--- src/rtl/amc_pkg.sv ---
// constants shared by the clock output and alternate medium control registers
// assumes an 8-bit management bus on the device clock, 6-bit register address
//
// Contract
// - filter_view_enable at 1 connects the loop filter node to the view pin.
// - filter_view_enable resets to 0; at 0 the node stays disconnected.
// - alt_interface_enable at 1 enables the alternate medium interface, 0 disables.
// - alternate interface is disabled after reset; software enables it only when used.
// - alt_interface_enable never turns on the transmit clock outputs.
// - all four alternate pairs follow alt_interface_enable together.
package amc_pkg;
  // ****************************************
  // register map
  // ****************************************
  localparam logic [5:0] CLOCK_OUTPUT_CONTROL_OFS    = 6'h3b;
  localparam logic [5:0] ALT_MEDIUM_PORT_CONTROL_OFS = 6'h3c;
  // ****************************************
  // field positions and reset values
  // ****************************************
  localparam int         TX_CLOCK_OUT_ENABLE_BIT  = 3;
  localparam int         FILTER_VIEW_ENABLE_BIT   = 5;
  localparam int         ALT_INTERFACE_ENABLE_BIT = 3;
  localparam logic [7:0] CLOCK_OUTPUT_CONTROL_RST = 8'h00;
  localparam logic [7:0] ALT_MEDIUM_PORT_RST      = 8'h00;
  localparam logic [7:0] UNMAPPED_READ_VALUE      = 8'h00;
endpackage : amc_pkg

--- src/rtl/amc_byte_reg.sv ---
// one 8-bit read/write control register with a constant reset value
// assumes a single-cycle write strobe on the device clock
`timescale 1ns/1ps
module amc_byte_reg #(
  parameter logic [7:0] RST_VAL = 8'h00
) (
  input  wire logic       ref_clk,
  input  wire logic       sys_rst,
  input  wire logic       wr_en,
  input  wire logic [7:0] wr_data,
  output logic      [7:0] q_r
);
  // every bit, reserved ones too, is held so reads give back what was written
  always_ff @(posedge ref_clk or posedge sys_rst) begin
    if (sys_rst) begin
      q_r <= RST_VAL;
    end else if (wr_en) begin
      q_r <= wr_data;
    end
  end
endmodule : amc_byte_reg

--- src/rtl/amc_regs.sv ---
// clock output control and alternate medium control registers with pin enables
// assumes the management bus is driven by logic on ref_clk, one access per strobe
`timescale 1ns/1ps
module amc_regs (
  input  wire logic       ref_clk,
  input  wire logic       sys_rst,
  input  wire logic       mgmt_sel,
  input  wire logic       mgmt_wr,
  input  wire logic [5:0] mgmt_addr,
  input  wire logic [7:0] mgmt_wdata,
  output logic      [7:0] mgmt_rdata,
  output logic            mgmt_ack,
  output logic            tx_clock_out_pair_oe,
  output logic            loop_filter_view_pin_connect,
  output logic            recovered_clock_out_pair_oe,
  output logic            recovered_data_out_pair_oe,
  output logic            alt_clock_in_pair_en,
  output logic            alt_data_in_pair_en
);
  // ****************************************
  // address decode
  // ****************************************
  logic       wr_clk_ctl;
  logic       wr_alt_ctl;
  logic [7:0] clock_output_control_r;
  logic [7:0] alt_medium_port_control_r;
  logic [7:0] rdata_nxt;

  function automatic logic hit(input logic [5:0] a, input logic [5:0] ofs);
    hit = (a == ofs);
  endfunction : hit

  assign wr_clk_ctl = mgmt_sel & mgmt_wr & hit(mgmt_addr, amc_pkg::CLOCK_OUTPUT_CONTROL_OFS);
  assign wr_alt_ctl = mgmt_sel & mgmt_wr & hit(mgmt_addr, amc_pkg::ALT_MEDIUM_PORT_CONTROL_OFS);

  // ****************************************
  // register storage
  // ****************************************
  amc_byte_reg #(
    .RST_VAL (amc_pkg::CLOCK_OUTPUT_CONTROL_RST)
  ) u_clock_output_control (
    .ref_clk (ref_clk),
    .sys_rst (sys_rst),
    .wr_en   (wr_clk_ctl),
    .wr_data (mgmt_wdata),
    .q_r     (clock_output_control_r)
  );

  amc_byte_reg #(
    .RST_VAL (amc_pkg::ALT_MEDIUM_PORT_RST)
  ) u_alt_medium_port_control (
    .ref_clk (ref_clk),
    .sys_rst (sys_rst),
    .wr_en   (wr_alt_ctl),
    .wr_data (mgmt_wdata),
    .q_r     (alt_medium_port_control_r)
  );

  // ****************************************
  // read path
  // ****************************************
  always_comb begin
    rdata_nxt = amc_pkg::UNMAPPED_READ_VALUE;
    if (hit(mgmt_addr, amc_pkg::CLOCK_OUTPUT_CONTROL_OFS)) begin
      rdata_nxt = clock_output_control_r;
    end else if (hit(mgmt_addr, amc_pkg::ALT_MEDIUM_PORT_CONTROL_OFS)) begin
      rdata_nxt = alt_medium_port_control_r;
    end
  end

  // read data holds until the next read so a slow master can sample it
  always_ff @(posedge ref_clk or posedge sys_rst) begin
    if (sys_rst) begin
      mgmt_rdata <= 8'h00;
    end else if (mgmt_sel & ~mgmt_wr) begin
      mgmt_rdata <= rdata_nxt;
    end
  end

  always_ff @(posedge ref_clk or posedge sys_rst) begin
    if (sys_rst) begin
      mgmt_ack <= 1'b0;
    end else begin
      mgmt_ack <= mgmt_sel;
    end
  end

  // ****************************************
  // pin enables
  // ****************************************
  // enables are reclocked so they change one cycle after the register, glitch free
  always_ff @(posedge ref_clk or posedge sys_rst) begin
    if (sys_rst) begin
      tx_clock_out_pair_oe         <= 1'b0;
      loop_filter_view_pin_connect <= 1'b0;
    end else begin
      // only the clock output register feeds this enable, never the alternate one
      tx_clock_out_pair_oe <=
        clock_output_control_r[amc_pkg::TX_CLOCK_OUT_ENABLE_BIT];
      loop_filter_view_pin_connect <=
        clock_output_control_r[amc_pkg::FILTER_VIEW_ENABLE_BIT];
    end
  end

  always_ff @(posedge ref_clk or posedge sys_rst) begin
    if (sys_rst) begin
      recovered_clock_out_pair_oe <= 1'b0;
      recovered_data_out_pair_oe  <= 1'b0;
      alt_clock_in_pair_en        <= 1'b0;
      alt_data_in_pair_en         <= 1'b0;
    end else begin
      recovered_clock_out_pair_oe <=
        alt_medium_port_control_r[amc_pkg::ALT_INTERFACE_ENABLE_BIT];
      recovered_data_out_pair_oe <=
        alt_medium_port_control_r[amc_pkg::ALT_INTERFACE_ENABLE_BIT];
      alt_clock_in_pair_en <=
        alt_medium_port_control_r[amc_pkg::ALT_INTERFACE_ENABLE_BIT];
      alt_data_in_pair_en <=
        alt_medium_port_control_r[amc_pkg::ALT_INTERFACE_ENABLE_BIT];
    end
  end

  // ****************************************
  // assertions
  // ****************************************
  property p_tx_clk_follows_write;
    @(posedge ref_clk) disable iff (sys_rst)
      wr_clk_ctl ##1 ~wr_clk_ctl |=>
        tx_clock_out_pair_oe == $past(mgmt_wdata[amc_pkg::TX_CLOCK_OUT_ENABLE_BIT], 2);
  endproperty
  a_tx_clk_follows_write: assert property (p_tx_clk_follows_write)
    else $error("tx clock enable does not follow written bit");

  property p_tx_clk_reset_off;
    @(posedge ref_clk) $fell(sys_rst) |-> ~tx_clock_out_pair_oe;
  endproperty
  a_tx_clk_reset_off: assert property (p_tx_clk_reset_off)
    else $error("tx clock outputs on after reset");

  property p_filter_on;
    @(posedge ref_clk) disable iff (sys_rst)
      clock_output_control_r[amc_pkg::FILTER_VIEW_ENABLE_BIT] |=> loop_filter_view_pin_connect;
  endproperty
  a_filter_on: assert property (p_filter_on)
    else $error("filter view not connected while enabled");

  property p_filter_off;
    @(posedge ref_clk) disable iff (sys_rst)
      ~clock_output_control_r[amc_pkg::FILTER_VIEW_ENABLE_BIT] |=> ~loop_filter_view_pin_connect;
  endproperty
  a_filter_off: assert property (p_filter_off)
    else $error("filter view connected while disabled");

  property p_alt_follows_write;
    @(posedge ref_clk) disable iff (sys_rst)
      wr_alt_ctl ##1 ~wr_alt_ctl |=>
        recovered_clock_out_pair_oe == $past(mgmt_wdata[amc_pkg::ALT_INTERFACE_ENABLE_BIT], 2);
  endproperty
  a_alt_follows_write: assert property (p_alt_follows_write)
    else $error("alternate enable does not follow written bit");

  property p_alt_reset_off;
    @(posedge ref_clk) $fell(sys_rst) |->
      ~alt_data_in_pair_en && ~alt_clock_in_pair_en &&
      ~recovered_clock_out_pair_oe && ~recovered_data_out_pair_oe;
  endproperty
  a_alt_reset_off: assert property (p_alt_reset_off)
    else $error("alternate interface on after reset");

  property p_alt_no_tx_clk;
    @(posedge ref_clk) disable iff (sys_rst)
      wr_alt_ctl && ~wr_clk_ctl |=> ##1 $stable(tx_clock_out_pair_oe);
  endproperty
  a_alt_no_tx_clk: assert property (p_alt_no_tx_clk)
    else $error("alternate write changed tx clock enable");

  property p_alt_pairs_together;
    @(posedge ref_clk) disable iff (sys_rst)
      recovered_clock_out_pair_oe == recovered_data_out_pair_oe &&
      recovered_clock_out_pair_oe == alt_clock_in_pair_en &&
      recovered_clock_out_pair_oe == alt_data_in_pair_en;
  endproperty
  a_alt_pairs_together: assert property (p_alt_pairs_together)
    else $error("alternate pairs disagree");

  // write, one idle cycle, then a read of the same byte: the read sees the new value
  property p_readback;
    @(posedge ref_clk) disable iff (sys_rst)
      wr_clk_ctl ##1 ~mgmt_sel ##1
        (mgmt_sel && ~mgmt_wr && hit(mgmt_addr, amc_pkg::CLOCK_OUTPUT_CONTROL_OFS))
        |=> mgmt_rdata == $past(mgmt_wdata, 3) && mgmt_ack;
  endproperty
  a_readback: assert property (p_readback)
    else $error("read does not return written byte");

  property p_tx_clk_off_when_clear;
    @(posedge ref_clk) disable iff (sys_rst)
      ~clock_output_control_r[amc_pkg::TX_CLOCK_OUT_ENABLE_BIT] |=> ~tx_clock_out_pair_oe;
  endproperty
  a_tx_clk_off_when_clear: assert property (p_tx_clk_off_when_clear)
    else $error("tx clock outputs driven while enable bit is clear");

  property p_alt_off_when_clear;
    @(posedge ref_clk) disable iff (sys_rst)
      ~alt_medium_port_control_r[amc_pkg::ALT_INTERFACE_ENABLE_BIT] |=>
        ~recovered_clock_out_pair_oe;
  endproperty
  a_alt_off_when_clear: assert property (p_alt_off_when_clear)
    else $error("alternate interface on while enable bit is clear");

  // ****************************************
  // management bus checks
  // ****************************************
  // every strobe cycle is one access, so ack mirrors the strobe one edge later
  property p_ack_follows_sel;
    @(posedge ref_clk) disable iff (sys_rst)
      mgmt_sel |=> mgmt_ack;
  endproperty
  a_ack_follows_sel: assert property (p_ack_follows_sel)
    else $error("access not acknowledged");

  property p_ack_single;
    @(posedge ref_clk) disable iff (sys_rst)
      ~mgmt_sel |=> ~mgmt_ack;
  endproperty
  a_ack_single: assert property (p_ack_single)
    else $error("ack without an access");

  property p_write_lands_clk;
    @(posedge ref_clk) disable iff (sys_rst)
      wr_clk_ctl |=> clock_output_control_r == $past(mgmt_wdata);
  endproperty
  a_write_lands_clk: assert property (p_write_lands_clk)
    else $error("clock output control write lost");

  property p_write_lands_alt;
    @(posedge ref_clk) disable iff (sys_rst)
      wr_alt_ctl |=> alt_medium_port_control_r == $past(mgmt_wdata);
  endproperty
  a_write_lands_alt: assert property (p_write_lands_alt)
    else $error("alternate medium control write lost");

  property p_read_alt_current;
    @(posedge ref_clk) disable iff (sys_rst)
      mgmt_sel && ~mgmt_wr && hit(mgmt_addr, amc_pkg::ALT_MEDIUM_PORT_CONTROL_OFS)
        |=> mgmt_rdata == $past(alt_medium_port_control_r) && mgmt_ack;
  endproperty
  a_read_alt_current: assert property (p_read_alt_current)
    else $error("alternate control read does not return held byte");

  // unmapped reads still answer, so a polling master never stalls
  property p_read_unmapped;
    @(posedge ref_clk) disable iff (sys_rst)
      mgmt_sel && ~mgmt_wr &&
      ~hit(mgmt_addr, amc_pkg::CLOCK_OUTPUT_CONTROL_OFS) &&
      ~hit(mgmt_addr, amc_pkg::ALT_MEDIUM_PORT_CONTROL_OFS)
        |=> mgmt_rdata == amc_pkg::UNMAPPED_READ_VALUE;
  endproperty
  a_read_unmapped: assert property (p_read_unmapped)
    else $error("unmapped read returns nonzero data");

  property p_rdata_holds;
    @(posedge ref_clk) disable iff (sys_rst)
      ~(mgmt_sel && ~mgmt_wr) |=> $stable(mgmt_rdata);
  endproperty
  a_rdata_holds: assert property (p_rdata_holds)
    else $error("read data changed without a read");
endmodule : amc_regs

--- config.mk ---
export PLATFORM = sky130hd
export DESIGN_NAME = amc_regs
export DESIGN_NICKNAME = d
export VERILOG_FILES = /design/src/rtl/amc_pkg.sv /design/src/rtl/amc_byte_reg.sv /design/src/rtl/amc_regs.sv
export SDC_FILE = /design/constraint.sdc
export NUM_CORES = 1
export LEC_CHECK = 0
export ABC_CLOCK_PERIOD_IN_PS = 1960
export BUFFER_PORTS_ARGS = -buffer_cell sky130_fd_sc_hd__clkbuf_2
export CORE_MARGIN = 2
export CORE_UTILIZATION = 50
export DETAILED_ROUTE_END_ITERATION = 10
export HOLD_SLACK_MARGIN = 0.02
export PLACE_DENSITY = 0.79
export SETUP_SLACK_MARGIN = 0.3
export SKIP_LAST_GASP = 1
export SYNTH_ARGS = -nofsm -noshare
export SYNTH_HDL_FRONTEND = slang
export SYNTH_SLANG_ARGS = --single-unit
--- constraint.sdc ---
create_clock -name ref_clk -period 1.96 [get_ports ref_clk]
set_input_delay 0 -clock ref_clk [delete_from_list [all_inputs] [get_ports ref_clk]]
set_output_delay 0 -clock ref_clk [all_outputs]
set_load 0.005 [all_outputs]
==> impl_metrics.py, run 1 <==
metrics = {
    "cells_and_area": {
        "diodes": 0,
        "syn_to_final_growth_pct": 25.97,
        "fin_area_um2": 1456,
        "nets": 135,
        "post-route-util_pct": 66.48,
        "ff_latch_area_um2": 700.7,
        "drive_gt1_share_pct": 49.14,
        "multi_input_area_um2": 412.9,
        "fin_cells": 144,
        "num-fill-cells": 176,
    },
    "timing": {
        "skew_ns": 0.006836,
        "period_share_pct": 70.88,
        "fin_ws_ns": 0.5708,
        "setup_violations": 0,
        "fmax_mhz": 719.8,
        "slew_headroom_pct": 64.04,
        "fin_hold_ws_ns": 0.08662,
        "period_needed_ns": 1.389,
        "worst_pin_slew_ns": 0.5383,
        "fin_setup_tns_ns": 0,
        "hold_violations": 0,
        "finalMaxSlewViolations": 0,
        "grt_setup_unrepaired": "false",
    },
    "detailed_routing": {
        "drt-vias-per-instance": 5.438,
        "remaining_drc_errors": 0,
        "post_drt_wl_per_cell_um": 14.53,
        "dr.pass1.iters": 4,
        "drt_iter0_drc": 22,
        "vias": 783,
        "ant_nets": 0,
        "drt-total-wl_um": 2093,
    },
    "cts": {
        "postCtsSetupBuffers": 0,
        "cts-root-buf": "clkbuf_4",
        "htree_levels": 1,
        "cts.path.max_buffers": 2,
        "cts_tree": "done",
        "cts_sinks": 28,
        "cts.clk_slew.worst_paths_ns": 0.15,
        "cts_buffers": 3,
        "clock_latency_ns": 0.34,
    },
    "grt": {
        "grt_pass1_vias": 802,
        "antenna_found_initial": 0,
        "grt_pass1_wl_um": 3677,
        "gr-total-overflow": 0,
        "grt_max_degree": 29,
        "grtUsageTotal_pct": 18.97,
    },
    "synth": {
        "syn_area_um2": 1156,
        "yosysSeqAreaShare_pct": 60.61,
        "synthCells": 75,
        "ys_seq_elements": 28,
        "syn_area_per_cell_um2": 15.41,
        "yosysWarnings": 0,
        "syn-num-nets": 93,
        "synthTopCellsByArea": "dfrtp_1 (61%), mux2_2 (16%), a22o_1 (11%), nand3_4 (3.0%), buf_4 (2.6%)",
        "synthDistinctLibCells": 14,
        "yosys.area.top_type_share_pct": 60.61,
        "yosysTopAreaCell": "dfrtp_1",
    },
    "floorplan": {
        "die_w_um": 52.09,
        "fp.dieH_um": 52.09,
        "num_rows": 17,
        "start_util_pct": 52.77,
        "io_pins": 33,
        "die-area_um2": 2713,
        "coreArea_um2": 2191,
    },
    "placement": {
        "hpwl_um": 1467,
        "portBuffers": 32,
        "place_inst": 130,
        "dp_slack_ns": 0.7060,
        "gp_congestion": 0.7022,
        "place_area_um2": 1320,
    },
    "worst_setup_path": {
        "cp_max_fo": 8,
        "critPathKind": "in2reg",
        "reg2reg_slack_ns": 0.92,
        "slowest_delay_ns": 0.52,
        "start_kind": "input port",
        "crit_chain": "dlygate4sd3_1 -> clkbuf_2 -> and4_1 -> nor2b_1 -> a22o_1",
        "rr_worst_depth": 3,
        "endpoint_kind": "flip-flop",
        "critPathSlowestCell": "dlygate4sd3_1",
        "worstPathArrival_ns": 1.67,
        "cp_data_required_time_ns": 2.24,
    },
    "hold_path": {
        "hold_depth": 3,
        "hp-class": "in2reg",
    },
    "power_and_ir_drop": {
        "p_leak_nw": 0.7597,
        "worst_ir_drop_vdd_mv": 0.3897,
        "power_density_nw_per_um2": 703.0,
        "power_mw": 1.024,
    },
    "status": {
        "status": "complete, no violations",
    },
    "job": {
        "maxCapViolations": 0,
    },
}
-- state kept, by name (all words and copies together) (netlist names) --
name	cells
mgmt_rdata	8
u_alt_medium_port_control.q_r	8
u_clock_output_control.q_r	8
alt_data_in_pair_en	1
loop_filter_view_pin_connect	1
mgmt_ack	1
tx_clock_out_pair_oe	1
-- routing by layer --
layer  routed length, µm  up-vias  track usage, %
li1                    -      362               -
met1                 859      381           24.18
met2                1052       35           31.22
met3                 145        5           4.023
met4                  36        0           7.895
met5                   0        -               0
-- repair_timing --
| action | in CTS | in global routing |
|---|---|---|
| resized for setup | 0 | 0 |
| endpoints found under the hold margin | 45 | 0 |
| hold buffers | 10 | 0 |
-- placed cells by master (no fill, tap or decap) --
cell type,instances
a22o_1,15
a32o_1,1
and3b_2,1
and4_1,1
buf_4,1
clkbuf_2,32
clkbuf_4,3
clkbuf_8,1
dfrtp_1,28
dlygate4sd3_1,10
inv_1,1
mux2_2,16
nand2b_1,1
nand3_4,2
nor2b_1,2
nor3b_4,1
-- cell families (layout without fill, tap and decap cells) --
| family | Yosys count | in the layout | synth area share, % |
|---|---|---|---|
| flops | 28 | 28 | 60.61 |
| simple gates | 8 | 8 | 7.901 |
| mux | 16 | 16 | 15.58 |
| buf+inv | 7 | 48 | 3.679 |
| compound gates | 16 | 16 | 12.23 |
-- area by class of cell --
type,count,area share (%)
Multi-Input combinational cell,40,28.35
Inverter,1,0.2577
Clock buffer,4,2.491
Sequential cell,28,48.11
Tap cell,28,2.405
Timing Repair Buffer,43,18.38
-- synthesized netlist by cell type --
library cell	count
dfrtp_1	28
mux2_2	16
a22o_1	15
buf_4	4
nand3_4	2
nor2b_1	2
a32o_1	1
and3b_2	1
and4_1	1
buf_1	1
buf_2	1
inv_1	1
nand2b_1	1
nor3b_4	1
-- final timing paths --
kind                                                           endpoint                                          from
min in group asynchronous     u_clock_output_control.q_r[5]$_DFFE_PP0P_                                       sys_rst
setup / recovery                              mgmt_rdata[0]$_DFFE_PP0P_                                      mgmt_sel
max in group asynchronous  u_alt_medium_port_control.q_r[7]$_DFFE_PP0P_                                       sys_rst
hold / removal                                mgmt_rdata[6]$_DFFE_PP0P_                                  mgmt_addr[1]
hold reg to reg                           alt_data_in_pair_en$_DFF_PP0_  u_alt_medium_port_control.q_r[3]$_DFFE_PP0P_
setup reg to reg                              mgmt_rdata[6]$_DFFE_PP0P_     u_clock_output_control.q_r[6]$_DFFE_PP0P_
-- worst max-delay path: cells and delay by family --
kind                   cells  cell delay [ns]
AOI/OAI and AO/OA          1             0.23
buffers and inverters      2             0.64
and+or+nand+nor            2             0.80
-- power breakdown --
group | switching (mW) | leakage, nW | internal [mW]
Sequential | 0.0174 | 0.382 | 0.611
Clock | 0.172 | 0.0210 | 0.114
Combinational | 0.0471 | 0.357 | 0.0623
Total | 0.236 | 0.760 | 0.787
(Power assumes the default switching activity.)
==> run 2: changes to the inputs <==
ABC_CLOCK_PERIOD_IN_PS = 1300   (was 1960)
clock period = 1.3 ns   (was 1.96 ns; I/O delays follow)
==> run 2 against run 1 <==
Setup slack lost 0.28 ns. Sequential cell count is the same. Clock power grew 44%. Combinational power rose by 54%. Clock-buffer cell count unchanged. Register-to-register slack got worse by 0.63 ns. Critical path depth decreased by 2. Routed wire length decreased by 1.7%. Critical endpoint is now mgmt_rdata[6]$_DFFE_PP0P_. Largest power group unchanged.
==> impl_metrics.py, run 2 (synthesized netlist as in run 1, its figures left out) <==
metrics = {
    "status": {
        "status": "complete, no violations",
    },
    "cells_and_area": {
        "ff_latch_area_um2": 700.7,
        "top_regs": "mgmt_rdata (8), u_alt_medium_port_control.q_r (8), u_clock_output_control.q_r (8)",
        "diodes": 0,
        "num-fill-cells": 163,
        "final_common_cell": "clkbuf_2",
        "nets": 137,
        "drive_gt1_share_pct": 50.00,
        "syn_to_final_growth_pct": 27.27,
        "multi_input_area_um2": 412.9,
        "final_cell_mix": "clkbuf_2 (32), dfrtp_1 (28), mux2_2 (16)",
    },
    "power_and_ir_drop": {
        "combPwrFrac_pct": 11.0,
        "p_int_mw": 1.189,
        "pwr-share-seq_pct": 62.0,
        "swShare_pct": 22.26,
        "power_density_nw_per_um2": 1040,
        "worst_ir_drop_vdd_mv": 0.6475,
        "p_clk_share_pct": 27.0,
        "p_leak_nw": 0.7704,
        "power_switching_mw": 0.3404,
    },
    "grt": {
        "grt_pass1_wl_um": 3622,
        "antenna_found_initial": 0,
        "grt_pass1_vias": 819,
        "gr-total-overflow": 0,
        "grt_max_degree": 29,
        "grtUsageTotal_pct": 18.70,
    },
    "detailed_routing": {
        "vias": 800,
        "ant_nets": 0,
        "remaining_drc_errors": 0,
        "drt-total-wl_um": 2057,
        "drt-vias-per-instance": 5.479,
        "post_drt_wl_per_cell_um": 14.09,
        "drt_iter0_drc": 0,
        "dr.pass1.iters": 1,
    },
    "cts": {
        "cts.repair.resized": 0,
        "cts-root-buf": "clkbuf_4",
        "cts.clk_slew.worst_paths_ns": 0.15,
        "cts.path.max_buffers": 2,
        "postCtsSetupBuffers": 0,
        "cts_buffers": 3,
        "htree_levels": 1,
        "clock_latency_ns": 0.33,
        "cts_sinks": 28,
        "cts_tree": "done",
    },
    "placement": {
        "gp_congestion": 0.6786,
        "portBuffers": 32,
        "hpwl_um": 1477,
        "dp_slack_ns": 0.2063,
    },
    "timing": {
        "fin_setup_tns_ns": 0,
        "fin_ws_ns": 0.2926,
        "skew_ns": 0.01110,
        "fmax_mhz": 992.6,
        "finalMaxSlewViolations": 0,
        "setup_violations": 0,
        "worst_pin_slew_ns": 0.5209,
        "hold_violations": 0,
        "slew_headroom_pct": 65.21,
        "period_needed_ns": 1.007,
        "grt_setup_unrepaired": "true",
        "period_share_pct": 77.49,
    },
    "worst_setup_path": {
        "start_kind": "flip-flop",
        "cp_max_fo": 2,
        "slowest_delay_ns": 0.39,
        "reg2reg_slack_ns": 0.29,
        "worstPathArrival_ns": 1.23,
        "critPathSlowestCell": "dfrtp_1",
        "crit_chain": "nor2b_1 -> a32o_1 -> a22o_1",
        "endpoint_kind": "flip-flop",
        "critPathKind": "reg2reg",
        "cp_data_required_time_ns": 1.52,
    },
    "floorplan": {
        "die_w_um": 52.09,
        "num_rows": 17,
        "coreArea_um2": 2191,
        "io_pins": 33,
        "fp.dieH_um": 52.09,
        "die-area_um2": 2713,
        "start_util_pct": 52.77,
    },
    "job": {
        "maxCapViolations": 0,
    },
    "hold_path": {
        "hp-class": "in2reg",
    },
}
## run 2: cell count changes in the layout (fill, tap and decap cells not counted)
cell	previous run	this run
buf_4	1	3
## run 2: cell type report
type                    instances  share of cell area, %
inverters                       1                 0.2551
multi-input cells              40                  28.06
repair buffers                 45                  19.22
clock buffers                   4                  2.466
well taps                      28                  2.381
flip-flops and latches         28                  47.62
## run 2: layer usage
metal  global-route usage, %  routed length [µm]
met3                   3.448                  97
met4                   10.09                  37
met2                   31.01                1044
met1                   22.94                 878
met5                       0                   0
## run 2: power groups by stage
stage	clock network (mW)	logic, mW	registers [mW]
2_1_floorplan	0	0.0887	0.959
3_3_place_gp	0	0.142	0.962
3_5_place_dp	0	0.148	0.965
4_1_cts	0.425	0.171	0.949
5_1_grt	0.470	0.188	0.956
6_report	0.413	0.168	0.948
## run 2: what timing repair did
item	in CTS	in global routing
endpoints found under the hold margin	45	0
hold buffers	10	0
pin swaps	1	0
endpoints found under the setup margin	1	1
## run 2: metrics by stage
stage | hold slack [ns] | power [mW] | util (%) | cell area (µm²) | std cells
floorplan | 0.03143 | 1.047 | - | 1156 | 75
global placement | 0.05356 | 1.103 | 60.94 | 1335 | 132
detailed placement | 0.06137 | 1.113 | 60.94 | 1335 | 132
CTS | 0.1187 | 1.545 | 67.16 | 1471 | 146
global route | 0.1179 | 1.613 | 67.16 | 1471 | 146
finish | 0.1168 | 1.530 | 67.16 | 1471 | 146
## run 2: worst paths after layout
check,endpoint,cells past startpoint,start
hold / removal,mgmt_rdata[6]$_DFFE_PP0P_,3,mgmt_addr[0]
min in group asynchronous,u_clock_output_control.q_r[5]$_DFFE_PP0P_,4,sys_rst
setup reg to reg,mgmt_rdata[6]$_DFFE_PP0P_,3,u_clock_output_control.q_r[6]$_DFFE_PP0P_
hold reg to reg,tx_clock_out_pair_oe$_DFF_PP0_,0,u_clock_output_control.q_r[3]$_DFFE_PP0P_
max in group asynchronous,u_alt_medium_port_control.q_r[7]$_DFFE_PP0P_,4,sys_rst
setup / recovery,mgmt_rdata[6]$_DFFE_PP0P_,3,u_clock_output_control.q_r[6]$_DFFE_PP0P_
## run 2: critical path: cells and delay by family, from the launching register on
family	cells	cell delay, ns
AO/OA/AOI/OAI	2	0.38
flip-flops	1	0.39
AND/OR/NAND/NOR	1	0.12
